<file path="src/sla_pkg.sv">
package sla_pkg;

    ////////////////////////////////////////////////////////////////////////////
    // Register offsets
    localparam logic [7:0] ADDR_OUT_FMT   = 8'h14;
    localparam logic [7:0] ADDR_SWING     = 8'h15;
    localparam logic [7:0] ADDR_SYNC_OPT  = 8'h3a;
    localparam logic [7:0] ADDR_QUICK_CFG = 8'h5e;
    localparam logic [7:0] ADDR_LINK_CTL  = 8'h5f;
    localparam logic [7:0] ADDR_LANE_POL  = 8'h60;
    localparam logic [7:0] ADDR_LANE_SCR  = 8'h6e;
    localparam logic [7:0] ADDR_OCT_FRM   = 8'h6f;
    localparam logic [7:0] ADDR_CONV_CNT  = 8'h71;
    localparam logic [7:0] ADDR_SMP_FRM   = 8'h74;
    localparam logic [7:0] ADDR_DENSITY   = 8'h75;
    localparam logic [7:0] ADDR_REMAP_A   = 8'h82;
    localparam logic [7:0] ADDR_REMAP_B   = 8'h83;

    ////////////////////////////////////////////////////////////////////////////
    // Values after reset
    localparam logic [7:0] RST_OUT_FMT   = 8'h01;
    localparam logic [7:0] RST_SWING     = 8'h00;
    localparam logic [7:0] RST_SYNC_OPT  = 8'h00;
    localparam logic [7:0] RST_QUICK_CFG = 8'h42;
    localparam logic [7:0] RST_LINK_CTL  = 8'h10;
    localparam logic [7:0] RST_LANE_POL  = 8'h00;
    localparam logic       RST_SCR_EN    = 1'b1;
    localparam logic [7:0] RST_REMAP_A   = 8'h10;
    localparam logic [7:0] RST_REMAP_B   = 8'h32;

    ////////////////////////////////////////////////////////////////////////////
    // Field positions and encodings
    localparam int         BIT_LINK_DIS  = 0;
    localparam int         BIT_LANE_SYNC = 4;
    localparam int         BIT_POL_INV   = 1;
    localparam int         BIT_SCR_EN    = 7;
    localparam int         BIT_SYNC_INV  = 3;
    localparam int         BIT_SYSREF_IGN = 4;
    localparam logic [1:0] FMT_OFFSET_BIN = 2'b00;
    localparam logic [1:0] FMT_TWOS_COMP  = 2'b01;
    localparam logic [7:0] SMP_PER_FRM   = 8'h01;
    localparam logic       HIGH_DENSITY_VAL = 1'b0;
    localparam logic [4:0] CF_VAL        = 5'h00;

    ////////////////////////////////////////////////////////////////////////////
    // Link geometry and characters
    localparam int         NUM_LANES     = 4;
    localparam int         NUM_CONV      = 4;
    localparam int         SMP_BITS      = 16;
    localparam int         FRAMES_PER_MF = 32;
    localparam logic [7:0] K28_7         = 8'hfc;
    localparam logic [7:0] K28_3         = 8'h7c;
    localparam logic [7:0] D28_7         = 8'hfc;
    localparam logic [7:0] D28_3         = 8'h7c;

    ////////////////////////////////////////////////////////////////////////////
    // Lane rate limit
    localparam int LANE_RATE_MAX_MBPS = 8000;
    localparam int SAMPLE_RATE_MSPS   = 125;
    localparam int LINE_NUM           = 10;
    localparam int LINE_DEN           = 8;

    typedef struct packed {
        logic [7:0] m;
        logic [7:0] l;
        logic [7:0] f;
    } sla_cfg_s;

    typedef struct packed {
        logic       k;
        logic [7:0] data;
    } sla_oct_s;

    localparam sla_cfg_s CFG_RST = '{m: 8'h04, l: 8'h02, f: 8'h04};

    function automatic sla_cfg_s sla_qc_decode(input logic [7:0] code, input sla_cfg_s hold);
        case (code)
            8'h41:   return '{m: 8'h04, l: 8'h01, f: 8'h08};
            8'h42:   return '{m: 8'h04, l: 8'h02, f: 8'h04};
            8'h44:   return '{m: 8'h04, l: 8'h04, f: 8'h02};
            8'h22:   return '{m: 8'h02, l: 8'h02, f: 8'h02};
            8'h21:   return '{m: 8'h02, l: 8'h01, f: 8'h04};
            8'h11:   return '{m: 8'h01, l: 8'h01, f: 8'h02};
            default: return hold;
        endcase
    endfunction : sla_qc_decode

    function automatic logic sla_rate_over(input sla_cfg_s c);
        int rate;
        rate = (int'(c.m) * SMP_BITS * LINE_NUM * SAMPLE_RATE_MSPS) / (LINE_DEN * int'(c.l));
        return rate > LANE_RATE_MAX_MBPS;
    endfunction : sla_rate_over

endpackage : sla_pkg

</file>
<file path="src/sla_sync2.sv">
`timescale 1ns/1ns
module sla_sync2 #(
    parameter int W = 2
) (
    input  wire logic         core_clk_i,
    input  wire logic         rst_i,
    input  wire logic [W-1:0] d_i,
    output logic      [W-1:0] q_o
);
    // First stage is read only by the second stage
    logic [W-1:0] meta_r;

    always_ff @(posedge core_clk_i)
    begin
        if (rst_i)
        begin
            meta_r <= '0;
            q_o    <= '0;
        end
        else
        begin
            meta_r <= d_i;
            q_o    <= meta_r;
        end
    end
endmodule : sla_sync2

</file>
<file path="src/sla_align.sv">
`timescale 1ns/1ns
module sla_align (
    input  wire logic             core_clk_i,
    input  wire logic             rst_i,
    input  wire logic             en_i,
    input  wire logic [7:0]       data_i,
    input  wire logic             last_i,
    input  wire logic             mf_end_i,
    input  wire logic             scr_i,
    input  wire logic             lsync_i,
    output sla_pkg::sla_oct_s     oct_o
);
    logic [7:0] prev_r;
    logic       prev_vld_r;

    ////////////////////////////////////////////////////////////////////////////
    // Replacement decision
    wire        use_k283   = lsync_i & mf_end_i;
    wire        rep_plain  = !scr_i & last_i & prev_vld_r & (data_i == prev_r);
    wire [7:0]  scr_match  = use_k283 ? sla_pkg::D28_3 : sla_pkg::D28_7;
    wire        rep_scr    = scr_i & last_i & (data_i == scr_match);
    wire        rep        = rep_plain | rep_scr;
    wire [7:0]  rep_char   = use_k283 ? sla_pkg::K28_3 : sla_pkg::K28_7;

    always_ff @(posedge core_clk_i)
    begin
        if (rst_i)
        begin
            oct_o      <= '0;
            prev_r     <= 8'h00;
            prev_vld_r <= 1'b0;
        end
        else
        begin
            oct_o.data <= rep ? rep_char : data_i;
            oct_o.k    <= rep & en_i;
            // Compare against the unreplaced octet, as the receiver restores it
            if (!en_i)
                prev_vld_r <= 1'b0;
            else if (last_i)
                prev_vld_r <= 1'b1;
            if (last_i)
                prev_r <= data_i;
        end
    end

    AST_K283: assert property (@(posedge core_clk_i) disable iff (rst_i)
        (en_i && !scr_i && lsync_i && mf_end_i && last_i && prev_vld_r && data_i == prev_r)
        |=> (oct_o.k && oct_o.data == sla_pkg::K28_3))
        else $error("repeated multiframe end not sent as K28.3");

    AST_K287_SCR: assert property (@(posedge core_clk_i) disable iff (rst_i)
        (en_i && scr_i && last_i && !mf_end_i && data_i == sla_pkg::D28_7)
        |=> (oct_o.k && oct_o.data == sla_pkg::K28_7))
        else $error("scrambled D28.7 frame end not replaced");

    AST_NOSYNC_K287: assert property (@(posedge core_clk_i) disable iff (rst_i)
        (en_i && !lsync_i && last_i && (rep_plain || rep_scr)) |=> (oct_o.data == sla_pkg::K28_7))
        else $error("replacement without lane sync is not K28.7");

    AST_CTRL_ONLY_LAST: assert property (@(posedge core_clk_i) disable iff (rst_i)
        (!last_i) |=> (!oct_o.k))
        else $error("control flag outside last octet of frame");
endmodule : sla_align

</file>
<file path="src/sla_link_top.sv">
`timescale 1ns/1ns
module sla_link_top (
    input  wire logic                              core_clk_i,
    input  wire logic                              rst_i,
    input  wire logic                              reg_we_i,
    input  wire logic [7:0]                        reg_addr_i,
    input  wire logic [7:0]                        reg_wdata_i,
    output logic      [7:0]                        reg_rdata_o,
    input  wire logic [sla_pkg::NUM_CONV-1:0][15:0] samples_i,
    output logic                                   sample_take_o,
    input  wire logic                              sync_req_n_i,
    input  wire logic                              sysref_i,
    output logic                                   sync_req_o,
    output logic                                   sysref_evt_o,
    output logic                                   link_active_o,
    output logic                                   rate_over_o,
    output logic      [sla_pkg::NUM_LANES-1:0]     lane_en_o,
    output sla_pkg::sla_oct_s [sla_pkg::NUM_LANES-1:0] lane_octet_o,
    output logic      [sla_pkg::NUM_LANES-1:0]     lane_invert_o,
    output logic      [7:0]                        drive_swing_o
);

    ////////////////////////////////////////////////////////////////////////////
    // Register file
    logic [7:0]        fmt_r;
    logic [7:0]        swing_r;
    logic [7:0]        syncopt_r;
    logic [7:0]        qc_r;
    logic [7:0]        ctl_r;
    logic [7:0]        pol_r;
    logic              scr_en_r;
    logic [7:0]        remap_a_r;
    logic [7:0]        remap_b_r;
    logic [7:0]        rd_nxt;
    sla_pkg::sla_cfg_s cfg_r;
    sla_pkg::sla_cfg_s cfg_nxt;

    always_ff @(posedge core_clk_i)
    begin
        if (rst_i)
        begin
            fmt_r     <= sla_pkg::RST_OUT_FMT;
            swing_r   <= sla_pkg::RST_SWING;
            syncopt_r <= sla_pkg::RST_SYNC_OPT;
            qc_r      <= sla_pkg::RST_QUICK_CFG;
            ctl_r     <= sla_pkg::RST_LINK_CTL;
            pol_r     <= sla_pkg::RST_LANE_POL;
            scr_en_r  <= sla_pkg::RST_SCR_EN;
            remap_a_r <= sla_pkg::RST_REMAP_A;
            remap_b_r <= sla_pkg::RST_REMAP_B;
        end
        else if (reg_we_i)
        begin
            case (reg_addr_i)
                sla_pkg::ADDR_OUT_FMT:   fmt_r     <= reg_wdata_i;
                sla_pkg::ADDR_SWING:     swing_r   <= reg_wdata_i;
                sla_pkg::ADDR_SYNC_OPT:  syncopt_r <= reg_wdata_i;
                sla_pkg::ADDR_QUICK_CFG: qc_r      <= reg_wdata_i;
                sla_pkg::ADDR_LINK_CTL:  ctl_r     <= reg_wdata_i;
                sla_pkg::ADDR_LANE_POL:  pol_r     <= reg_wdata_i;
                sla_pkg::ADDR_LANE_SCR:  scr_en_r  <= reg_wdata_i[sla_pkg::BIT_SCR_EN];
                sla_pkg::ADDR_REMAP_A:   remap_a_r <= reg_wdata_i;
                sla_pkg::ADDR_REMAP_B:   remap_b_r <= reg_wdata_i;
                default: ;
            endcase
        end
    end

    // Decoded M, L and F only move while the link is held disabled, so a
    // careless quick configuration write during traffic cannot tear a frame apart
    wire link_dis  = ctl_r[sla_pkg::BIT_LINK_DIS];
    wire lsync_en  = ctl_r[sla_pkg::BIT_LANE_SYNC];
    wire rate_over = sla_pkg::sla_rate_over(cfg_r);
    wire active    = !link_dis && !rate_over;

    assign cfg_nxt = link_dis ? sla_pkg::sla_qc_decode(qc_r, cfg_r) : cfg_r;

    always_ff @(posedge core_clk_i)
    begin
        if (rst_i)
            cfg_r <= sla_pkg::CFG_RST;
        else
            cfg_r <= cfg_nxt;
    end

    always_comb
    begin
        case (reg_addr_i)
            sla_pkg::ADDR_OUT_FMT:   rd_nxt = fmt_r;
            sla_pkg::ADDR_SWING:     rd_nxt = swing_r;
            sla_pkg::ADDR_SYNC_OPT:  rd_nxt = syncopt_r;
            sla_pkg::ADDR_QUICK_CFG: rd_nxt = qc_r;
            sla_pkg::ADDR_LINK_CTL:  rd_nxt = ctl_r;
            sla_pkg::ADDR_LANE_POL:  rd_nxt = pol_r;
            sla_pkg::ADDR_LANE_SCR:  rd_nxt = {scr_en_r, 2'b00, cfg_r.l[4:0]};
            sla_pkg::ADDR_OCT_FRM:   rd_nxt = cfg_r.f;
            sla_pkg::ADDR_CONV_CNT:  rd_nxt = cfg_r.m;
            sla_pkg::ADDR_SMP_FRM:   rd_nxt = sla_pkg::SMP_PER_FRM;
            sla_pkg::ADDR_DENSITY:   rd_nxt = {sla_pkg::HIGH_DENSITY_VAL, 2'b00, sla_pkg::CF_VAL};
            sla_pkg::ADDR_REMAP_A:   rd_nxt = remap_a_r;
            sla_pkg::ADDR_REMAP_B:   rd_nxt = remap_b_r;
            default:                 rd_nxt = 8'h00;
        endcase
    end

    always_ff @(posedge core_clk_i)
    begin
        if (rst_i)
            reg_rdata_o <= 8'h00;
        else
            reg_rdata_o <= rd_nxt;
    end

    assign lane_invert_o = {sla_pkg::NUM_LANES{pol_r[sla_pkg::BIT_POL_INV]}};
    assign drive_swing_o = swing_r;
    assign link_active_o = active;
    assign rate_over_o   = rate_over;

    ////////////////////////////////////////////////////////////////////////////
    // Sync request and system reference pins
    logic [1:0] pin_s;
    logic       sysref_d_r;

    sla_sync2 #(
        .W (2)
    ) u_pin_sync (
        .core_clk_i (core_clk_i),
        .rst_i      (rst_i),
        .d_i        ({sysref_i, sync_req_n_i}),
        .q_o        (pin_s)
    );

    always_ff @(posedge core_clk_i)
    begin
        if (rst_i)
            sysref_d_r <= 1'b0;
        else
            sysref_d_r <= pin_s[1];
    end

    wire sync_lvl = syncopt_r[sla_pkg::BIT_SYNC_INV] ? pin_s[0] : !pin_s[0];
    assign sync_req_o   = active & sync_lvl;
    assign sysref_evt_o = pin_s[1] & !sysref_d_r & !syncopt_r[sla_pkg::BIT_SYSREF_IGN];

    ////////////////////////////////////////////////////////////////////////////
    // Frame and multiframe counters
    logic [2:0]                          oct_r;
    logic [4:0]                          frm_r;
    logic [sla_pkg::NUM_CONV-1:0][15:0]  smp_r;

    // F of 8 wraps to 0 in three bits, so F-1 is still right
    wire [2:0] f_last   = cfg_r.f[2:0] - 3'h1;
    wire       last_oct = (oct_r == f_last);
    wire       mf_last  = (frm_r == 5'(sla_pkg::FRAMES_PER_MF - 1));
    wire       take     = !active || last_oct;

    assign sample_take_o = active & last_oct;

    function automatic logic [15:0] fmt_conv(input logic [15:0] s, input logic [1:0] mode);
        return (mode == sla_pkg::FMT_OFFSET_BIN) ? {~s[15], s[14:0]} : s;
    endfunction : fmt_conv

    always_ff @(posedge core_clk_i)
    begin
        if (rst_i || !active)
        begin
            oct_r <= 3'h0;
            frm_r <= 5'h00;
        end
        else if (last_oct)
        begin
            oct_r <= 3'h0;
            frm_r <= mf_last ? 5'h00 : frm_r + 5'h01;
        end
        else
            oct_r <= oct_r + 3'h1;
    end

    always_ff @(posedge core_clk_i)
    begin
        if (rst_i)
            smp_r <= '0;
        else if (take)
            for (int c = 0; c < sla_pkg::NUM_CONV; c++)
                smp_r[c] <= fmt_conv(samples_i[c], fmt_r[1:0]);
    end

    ////////////////////////////////////////////////////////////////////////////
    // Octet selection and lane remap
    // Octet k of a frame is converter k/2, even k carrying the upper byte
    function automatic logic [7:0] pick_oct(input logic [sla_pkg::NUM_CONV-1:0][15:0] s,
                                            input logic [7:0] idx);
        if (idx[7:1] >= 7'(sla_pkg::NUM_CONV))
            return 8'h00;
        return idx[0] ? s[idx[2:1]][7:0] : s[idx[2:1]][15:8];
    endfunction : pick_oct

    logic [sla_pkg::NUM_LANES-1:0][7:0] lg_oct;
    logic [sla_pkg::NUM_LANES-1:0][1:0] sel;
    logic [sla_pkg::NUM_LANES-1:0]      lane_en_r;

    assign sel[0] = remap_a_r[1:0];
    assign sel[1] = remap_a_r[5:4];
    assign sel[2] = remap_b_r[1:0];
    assign sel[3] = remap_b_r[5:4];

    for (genvar g = 0; g < sla_pkg::NUM_LANES; g++)
    begin : g_lane
        assign lg_oct[g] = pick_oct(smp_r, 8'(8'(g) * cfg_r.f) + {5'h00, oct_r});

        sla_align u_align (
            .core_clk_i (core_clk_i),
            .rst_i      (rst_i),
            .en_i       (active),
            .data_i     (lg_oct[sel[g]]),
            .last_i     (active & last_oct),
            .mf_end_i   (mf_last),
            .scr_i      (scr_en_r),
            .lsync_i    (lsync_en),
            .oct_o      (lane_octet_o[g])
        );

        always_ff @(posedge core_clk_i)
        begin
            if (rst_i)
                lane_en_r[g] <= 1'b0;
            else
                lane_en_r[g] <= active && ({6'h00, sel[g]} < cfg_r.l);
        end
    end

    assign lane_en_o = lane_en_r;

    ////////////////////////////////////////////////////////////////////////////
    // Checks
    AST_POL_WRITE: assert property (@(posedge core_clk_i) disable iff (rst_i)
        (reg_we_i && reg_addr_i == sla_pkg::ADDR_LANE_POL)
        |=> (lane_invert_o == {4{$past(reg_wdata_i[1])}}))
        else $error("lane inversion does not follow polarity bit");

    AST_FMT_OFFSET: assert property (@(posedge core_clk_i) disable iff (rst_i)
        (take && fmt_r[1:0] == sla_pkg::FMT_OFFSET_BIN)
        |=> (smp_r[0][15] != $past(samples_i[0][15])))
        else $error("offset binary sample sign not flipped");

    // Checked at the first edge after release, so the unset register at time zero is never seen
    AST_FMT_RESET: assert property (@(posedge core_clk_i)
        (rst_i ##1 !rst_i) |-> (fmt_r[1:0] == sla_pkg::FMT_TWOS_COMP))
        else $error("format not twos complement after reset");

    AST_SYSREF_IGN: assert property (@(posedge core_clk_i) disable iff (rst_i)
        syncopt_r[sla_pkg::BIT_SYSREF_IGN] |-> !sysref_evt_o)
        else $error("system reference event while ignored");

    AST_HOLD_DIS: assert property (@(posedge core_clk_i) disable iff (rst_i)
        link_dis |=> (oct_r == 3'h0 && frm_r == 5'h00 && lane_en_o == 4'h0))
        else $error("link runs while disabled");

    AST_RELEASE: assert property (@(posedge core_clk_i) disable iff (rst_i)
        ($fell(link_dis) && !rate_over) |-> link_active_o ##1 (oct_r == 3'h1 || f_last == 3'h0))
        else $error("link did not start after enable");

    AST_QC_44: assert property (@(posedge core_clk_i) disable iff (rst_i)
        (link_dis && qc_r == 8'h44) |=> (cfg_r.l == 8'h04 && cfg_r.f == 8'h02 && cfg_r.m == 8'h04))
        else $error("quick config 0x44 not applied");

    AST_MSB_FIRST: assert property (@(posedge core_clk_i) disable iff (rst_i)
        (active && cfg_r.f == 8'h02 && oct_r == 3'h0 && sel[0] == 2'h0)
        |-> (lg_oct[0] == smp_r[0][15:8]) ##1 (lg_oct[0] == smp_r[0][7:0] || !active))
        else $error("two-octet frame not MSB then LSB");

    AST_RATE: assert property (@(posedge core_clk_i) disable iff (rst_i)
        rate_over |-> !link_active_o)
        else $error("link active above lane rate limit");

endmodule : sla_link_top

</file>
<file path="config.mk">
export PLATFORM = sky130hd
export DESIGN_NAME = sla_link_top
export DESIGN_NICKNAME = d
export VERILOG_FILES = /design/src/sla_pkg.sv /design/src/sla_sync2.sv /design/src/sla_align.sv /design/src/sla_link_top.sv
export SDC_FILE = /design/constraint.sdc
export NUM_CORES = 1
export LEC_CHECK = 0
export ABC_CLOCK_PERIOD_IN_PS = 67900
export BUFFER_PORTS_ARGS = -buffer_cell sky130_fd_sc_hd__buf_2
export CAP_MARGIN = 20
export CORE_UTILIZATION = 35
export CTS_CLUSTER_DIAMETER = 60
export DETAILED_ROUTE_END_ITERATION = 8
export SLEW_MARGIN = 20
export SYNTH_ARGS = -nofsm -noshare
export SYNTH_HDL_FRONTEND = slang
export SYNTH_SLANG_ARGS = --single-unit
</file>
<file path="constraint.sdc">
create_clock -name core_clk_i -period 67.9 [get_ports core_clk_i]
set_input_delay 0 -clock core_clk_i [delete_from_list [all_inputs] [get_ports core_clk_i]]
set_output_delay 0 -clock core_clk_i [all_outputs]
set_load 0.01 [all_outputs]
</file>
==> summary.md, run 1 <==
| Metric | Value |
|---|---|
| WP buf/inv | `14` |
| Number of diodes | `0` |
| Initial core utilization | `0.353` |
| Fin util | `0.403` |
| WL met2 | `46.5 mm` |
| Status | `finished clean` |
| Leakage power | `0.0123 uW` |
| GR Overflow Total | `0` |
| FF-to-FF End | `g_lane[3].u_align.oct_o[1]` |
| Drt wl/cell | `20.3 um` |
| Layout Skew | `0.0293 ns` |
| EDFF count, synth | `0` |
| Most common library cells after synthesis | `nor2_1, nand2_1, a21oi_1` |
| Synth Flop Type | `dfxtp_1` |
| Row count | `105` |
| CTS sink count | `232` |
| Slowest cell on the critical path | `or4_4` |
| CP top delay family | `simple AND/OR/NAND/NOR gates` |
| Worst Max-Slew Pin Slew | `1.10 ns` |
| Initial antenna violation count | `5` |
| CP Launch Point | `cfg_r[16]` |
| H-tree depth | `1` |
| Vias/cell | `6.14` |
| Max Fclk | `15.8 MHz` |
| Max-Cap Viols | `0` |
| Pin count of the biggest net entering global routing | `127` |
| Post-route minimum period | `63.11 ns` |
| Mapped Cells | `3,810` |
| WP depth | `287` |
| DRT iter0 DRCs | `2,810` |
| Pins Over Slew Limit | `0` |
| Placed Area | `30,800 um2` |
| Share of the synthesized area in the top cell type | `0.161` |
| Max incr delay on CP | `0.61 ns` |
| Post-synth ARST share | `0` |
| Via count of the routed design | `31,081` |
| Drt pass-1 iters | `5` |
| Worst path most repeated cell | `ha_1` |
| Worst slew margin | `0.264` |
| Critical setup path kind | `register to output port` |
| Worst Path Max Fanout | `71` |
| Period utilisation layout | `0.929` |
| Post-DP HPWL | `77.7 mm` |
| CTS tree | `built` |
| # setup viols final | `0` |
| Die width | `289 um` |
| Placer Congestion | `0.958` |
| Area contributors post-synth | `dfxtp_1, ha_1, mux4_2` |
| Vias in the first global route | `28,404` |
| Port buffer count | `149` |
| Core area | `82,000 um2` |
| Top-count cell post-synth | `nor2_1` |
| Largest area contributor in the netlist | `dfxtp_1` |
| Yosys cell types | `143` |
| GRT Total Usage | `0.233` |
| # DRC | `0` |
| Worst IR drop on VDD | `0.0305 mV` |
| Worst Hold Class | `primary input to register` |
| Max layer used | `met5` |
| Clk buf depth | `3` |
| Mapped Area | `28,900 um2` |
| Met1 Routed Length | `47.2 mm` |
| Num CTS Buffers | `23` |
| I/O pins | `150` |
| Worst r2r src | `cfg_r[16]` |
| Remaining antenna violation count | `0` |
| Met3 WL | `6.27 mm` |
| Final WL | `103 mm` |
| Die height | `289 um` |
| Final instance area | `33,000 um2` |
| Worst r2r path cells | `287` |
| Die area | `83,800 um2` |
| Hold Path Origin | `rst_i` |
| Crit end category | `output port` |
| Sequential fraction of the synthesis area | `0.161` |
| CTS Root Buffer Type | `clkbuf_16` |
| Worst skew pair latency | `0.55 ns` |
| Setup crit end | `rate_over_o` |
| R2r setup slk | `5.02 ns` |
| Worst-path clk slew | `0.06 ns` |
| Layout cells sized above 1 | `0.161` |
| Yosys reg bits | `232` |
| Warnings from Yosys | `0` |
| Startpoint Class | `register` |
| Syn Area/Cell | `7.59 um2` |
| First-pass GRT wire length | `160 mm` |
| WP data required | `67.90 ns` |
| # fillers | `8,631` |
| Syn-to-layout area delta | `14.1%` |
| Pwr Density | `29.9 nW/um2` |
| Nets | `4,214` |
| Fin. Hold Viols | `0` |
| Crit path DAT | `63.11 ns` |
[final cells by class]
type / instances / area (um2) / area share
Tap cell: 1070 / 1340 / 0.0406
Clock buffer: 27 / 611 / 0.0185
Inverter: 107 / 414 / 0.0126
Clock inverter: 13 / 185 / 0.00561
Timing Repair Buffer: 346 / 2430 / 0.0737
Sequential cell: 232 / 4650 / 0.141
Multi-Input combinational cell: 3269 / 23400 / 0.708
[through the flow]
step	instances	setup TNS, ns	hold slack [ns]	setup WS, ns	total power, uW
after floorplan	3812	0	0.128	5.61	645
after global placement	4918	0	0.212	1.14	821
after detailed placement	4918	-89.48	0.223	-0.818	817
after CTS	5035	0	0.0206	0.126	962
after global routing	5064	-0.231	0.0572	-0.108	1050
final	5064	0	0.0186	4.79	988
[layer usage]
metal | GRT usage | up-vias
li1 | - | 14912
met5 | 0 | -
met1 | 0.329 | 14892
met2 | 0.376 | 1116
met3 | 0.0224 | 157
met4 | 0.0670 | 4
[repair_timing]
action / CTS / global route
endpoints found under the hold margin: 131 / 0
setup endpoints to repair: 147 / 149
resized for setup: 13 / 85
gates cloned: 2 / 0
hold buffers: 74 / 0
pin swaps: 1 / 15
buffers inserted: 1 / 29
[worst min-delay path by stage]
stage / endpoint / depth (start not counted)
6_report: smp_r[18] / 2
5_1_grt: fmt_r[2] / 5
4_1_cts: fmt_r[2] / 5
3_5_place_dp: u_pin_sync.meta_r[1] / 2
3_3_place_gp: u_pin_sync.meta_r[1] / 2
2_1_floorplan: u_pin_sync.meta_r[0] / 1
[kinds of logic (layout without fill, tap and decap cells)]
group,count (synthesis),after routing,synth area share
xor gates and xnor gates,184,184,0.0584
DFF,232,232,0.161
buffers and inverters,313,493,0.0485
other,1,3,0.000130
adders and majority gates,152,152,0.0682
and+or+nand+nor,1547,1547,0.279
AOI/OAI and AO/OA,1196,1198,0.287
muxes,185,185,0.0989
[placed cells by master (no fill, tap or decap), types with 83 or more instances in the layout]
| master | instances |
|---|---|
| nand2_1 | 336 |
| nor3_1 | 155 |
| xnor2_1 | 122 |
| ha_1 | 139 |
| nor2_1 | 331 |
| o21ai_0 | 153 |
| inv_1 | 101 |
| dfxtp_1 | 229 |
| o21ai_1 | 83 |
| a21oi_1 | 282 |
| buf_2 | 148 |
| nand3_1 | 189 |
| buf_4 | 121 |
[flip-flops by register name (all words and copies together) (netlist names), 9 cells and up]
register / flops
g_lane.u_align.prev_r: 32
g_lane.u_align.oct_o: 36
smp_r: 64
cfg_r: 9
[where the power goes]
group | internal (uW) | switching (uW)
Combinational | 240 | 467
Clock | 80.1 | 58.9
Sequential | 139 | 3.19
Total | 459 | 529
No activity file was read; power rests on OpenSTA's default activity.
==> run 2, diff against run 1 <==
--- a/config.mk
+++ b/config.mk
@@ -11,6 +11,7 @@
 export CORE_UTILIZATION = 35
 export CTS_CLUSTER_DIAMETER = 60
 export DETAILED_ROUTE_END_ITERATION = 8
+export MAX_ROUTING_LAYER = met4
 export SLEW_MARGIN = 20
 export SYNTH_ARGS = -nofsm -noshare
 export SYNTH_HDL_FRONTEND = slang
==> run 2 against run 1 <==
Against the previous run: register-to-register slack improved by 0.06 ns; combinational power increased by 1%; first-iteration DRC count increased by 0.89%; non-clock buffer count increased by 14; setup slack improved by 0.16 ns; critical path depth unchanged; cell count increased by 0.38%; maximum frequency increased by 0.25%; global-route usage increased by 0.90 points; largest cell class unchanged.
==> summary.md, run 2 (synthesis results as in run 1) <==
| Metric | Value |
|---|---|
| Status | `finished clean (unchanged)` |
| Die height | `289 um (unchanged)` |
| Worst r2r path cells | `288 (was 287)` |
| First-pass GRT wire length | `161 mm (was 160 mm)` |
| Worst Hold Class | `primary input to register (unchanged)` |
| Pwr Density | `30.2 nW/um2 (was 29.9 nW/um2)` |
| Die area | `83,800 um2 (unchanged)` |
| Crit end category | `output port (unchanged)` |
| Fin util | `0.405 (was 0.403)` |
| Max incr delay on CP | `0.59 ns (was 0.61 ns)` |
| Placer Congestion | `0.957 (was 0.958)` |
| I/O pins | `150 (unchanged)` |
| Most common cell after layout, fill and taps aside | `nand2_1 (unchanged)` |
| Worst skew pair latency | `0.54 ns (was 0.55 ns)` |
| Worst Max-Slew Pin Slew | `1.15 ns (was 1.10 ns)` |
| Layout cells sized above 1 | `0.166 (was 0.161)` |
| CTS sink count | `232 (unchanged)` |
| Initial core utilization | `0.353 (unchanged)` |
| Vias/cell | `6.11 (was 6.14)` |
| GR Overflow Total | `0 (unchanged)` |
| DRT iter0 DRCs | `2,835 (was 2,810)` |
| # setup viols final | `0 (unchanged)` |
| Final WL | `103 mm (about the same)` |
| Remaining antenna violation count | `0 (unchanged)` |
| Crit path DAT | `62.95 ns (was 63.11 ns)` |
| CTS tree | `built (unchanged)` |
| Row count | `105 (unchanged)` |
| Fin. Hold Viols | `0 (unchanged)` |
| CTS Root Buffer Type | `clkbuf_16 (unchanged)` |
| Setup crit end | `rate_over_o (unchanged)` |
| FF-to-FF End | `g_lane[2].u_align.oct_o[0] (was g_lane[3].u_align.oct_o[1])` |
| Largest register FFs | `64 (unchanged)` |
| Drt wl/cell | `20.3 um (about the same)` |
| Pins Over Slew Limit | `0 (unchanged)` |
| Pin count of the biggest net entering global routing | `134 (was 127)` |
| Worst Path Max Fanout | `71 (unchanged)` |
| Worst slew margin | `0.222 (was 0.264)` |
| # DRC | `0 (unchanged)` |
| Worst path most repeated cell | `ha_1 (unchanged)` |
| CP Launch Point | `cfg_r[16] (unchanged)` |
| WP data required | `67.90 ns (about the same)` |
| Layout Skew | `0.0141 ns (was 0.0293 ns)` |
| Post-DP HPWL | `78.5 mm (was 77.7 mm)` |
| Worst IR drop on VDD | `0.0329 mV (was 0.0305 mV)` |
| Syn-to-layout area delta | `14.7% (was 14.1%)` |
| Vias in the first global route | `28,335 (was 28,404)` |
| Die width | `289 um (unchanged)` |
| Post-route minimum period | `62.95 ns (was 63.11 ns)` |
| Hold Path Origin | `reg_addr_i[7] (was rst_i)` |
| Clk buf depth | `3 (unchanged)` |
| Setup tns final | `0 ns (unchanged)` |
| Worst r2r src | `cfg_r[16] (unchanged)` |
| R2r setup slk | `5.08 ns (was 5.02 ns)` |
| Drt pass-1 iters | `6 (was 5)` |
| Commonest non-fill, non-tap cells in the layout | `nand2_1, nor2_1, a21oi_1 (unchanged)` |
| Worst-path clk slew | `0.07 ns (was 0.06 ns)` |
| Num CTS Buffers | `23 (unchanged)` |
| Port buffer count | `149 (unchanged)` |
| Initial antenna violation count | `3 (was 5)` |
| Power Total | `1000 uW (was 988 uW)` |
| Leakage power | `0.0124 uW (was 0.0123 uW)` |
| Startpoint Class | `register (unchanged)` |
| Biggest register | `smp_r (unchanged)` |
| Core area | `82,000 um2 (unchanged)` |
| Nets | `4,229 (was 4,214)` |
| H-tree depth | `1 (unchanged)` |
| Critical setup path kind | `register to output port (unchanged)` |
| Via count of the routed design | `31,041 (was 31,081)` |
| Slowest cell on the critical path | `or4_4 (unchanged)` |
| Biggest regs | `smp_r x64, g_lane.u_align.oct_o x36, g_lane.u_align.prev_r x32 (unchanged)` |
| WHS | `0.00812 ns (was 0.0186 ns)` |
| Max Fclk | `15.9 MHz (was 15.8 MHz)` |
| GRT Total Usage | `0.242 (was 0.233)` |
| Dpl ws | `-0.285 ns (was -0.818 ns)` |
| Final WS setup | `4.95 ns (was 4.79 ns)` |
| Period utilisation layout | `0.927 (was 0.929)` |
| Max-Cap Viols | `0 (unchanged)` |
run 2: area by class of cell:
cell class / instances / area, um2
Fill cell: 8454 / 48800
Multi-Input combinational cell: 3269 / 23400
Sequential cell: 232 / 4650
Timing Repair Buffer: 360 / 2530
Tap cell: 1070 / 1340
Clock buffer: 30 / 642
Inverter: 107 / 422
Clock inverter: 12 / 210
Timing Repair inverter: 1 / 8.76
Antenna cell: 2 / 5.00
run 2: per-layer routing:
layer	part of all wire	track usage	up-vias
li1	-	-	14947
met1	0.47	0.331	14803
met2	0.45	0.379	1122
met3	0.055	0.0256	169
met4	0.024	0.0629	0
met5	0	-	-
run 2: per-stage QoR:
step                      cell area [um2]  cells
after global routing                33200   5082
after global placement              30800   4920
after floorplan                     28900   3812
after detailed placement            30800   4920
final                               33200   5083
after CTS                           32400   5038
run 2: how the worst min path moves through the flow:
stage | cells past startpoint | slack, ns | endpoint
3_3_place_gp | 2 | 0.22 | u_pin_sync.meta_r[1]
4_1_cts | 5 | 0.003 | fmt_r[3]
2_1_floorplan | 1 | 0.13 | u_pin_sync.meta_r[0]
3_5_place_dp | 2 | 0.24 | u_pin_sync.meta_r[1]
5_1_grt | 5 | 0.05 | fmt_r[1]
6_report | 5 | 0.008 | fmt_r[1]
run 2: report_power, final:
group	internal, uW	leakage (uW)	switching [uW]	total (uW)
Combinational	242	0.0101	471	714
Sequential	139	0.00189	3.11	142
Clock	86.5	0.000414	60.3	147
run 2: what timing repair did:
action	CTS	global route
hold buffers	74	0
setup buffers	1	41
setup endpoints to repair	143	149
cloned	1	2
gates resized for setup	11	90
pin swaps	0	13
hold endpoints to repair	131	0
run 2: critical path: cells and delay by family (launching register included):
family | cells | cell delay, ns
AOI/OAI and AO/OA | 106 | 20.49
xor gates and xnor gates | 1 | 0.24
adders and majority gates | 35 | 10.56
buffers and inverters | 17 | 2.48
DFF | 1 | 0.39
muxes | 9 | 2.87
and+or+nand+nor | 119 | 25.23
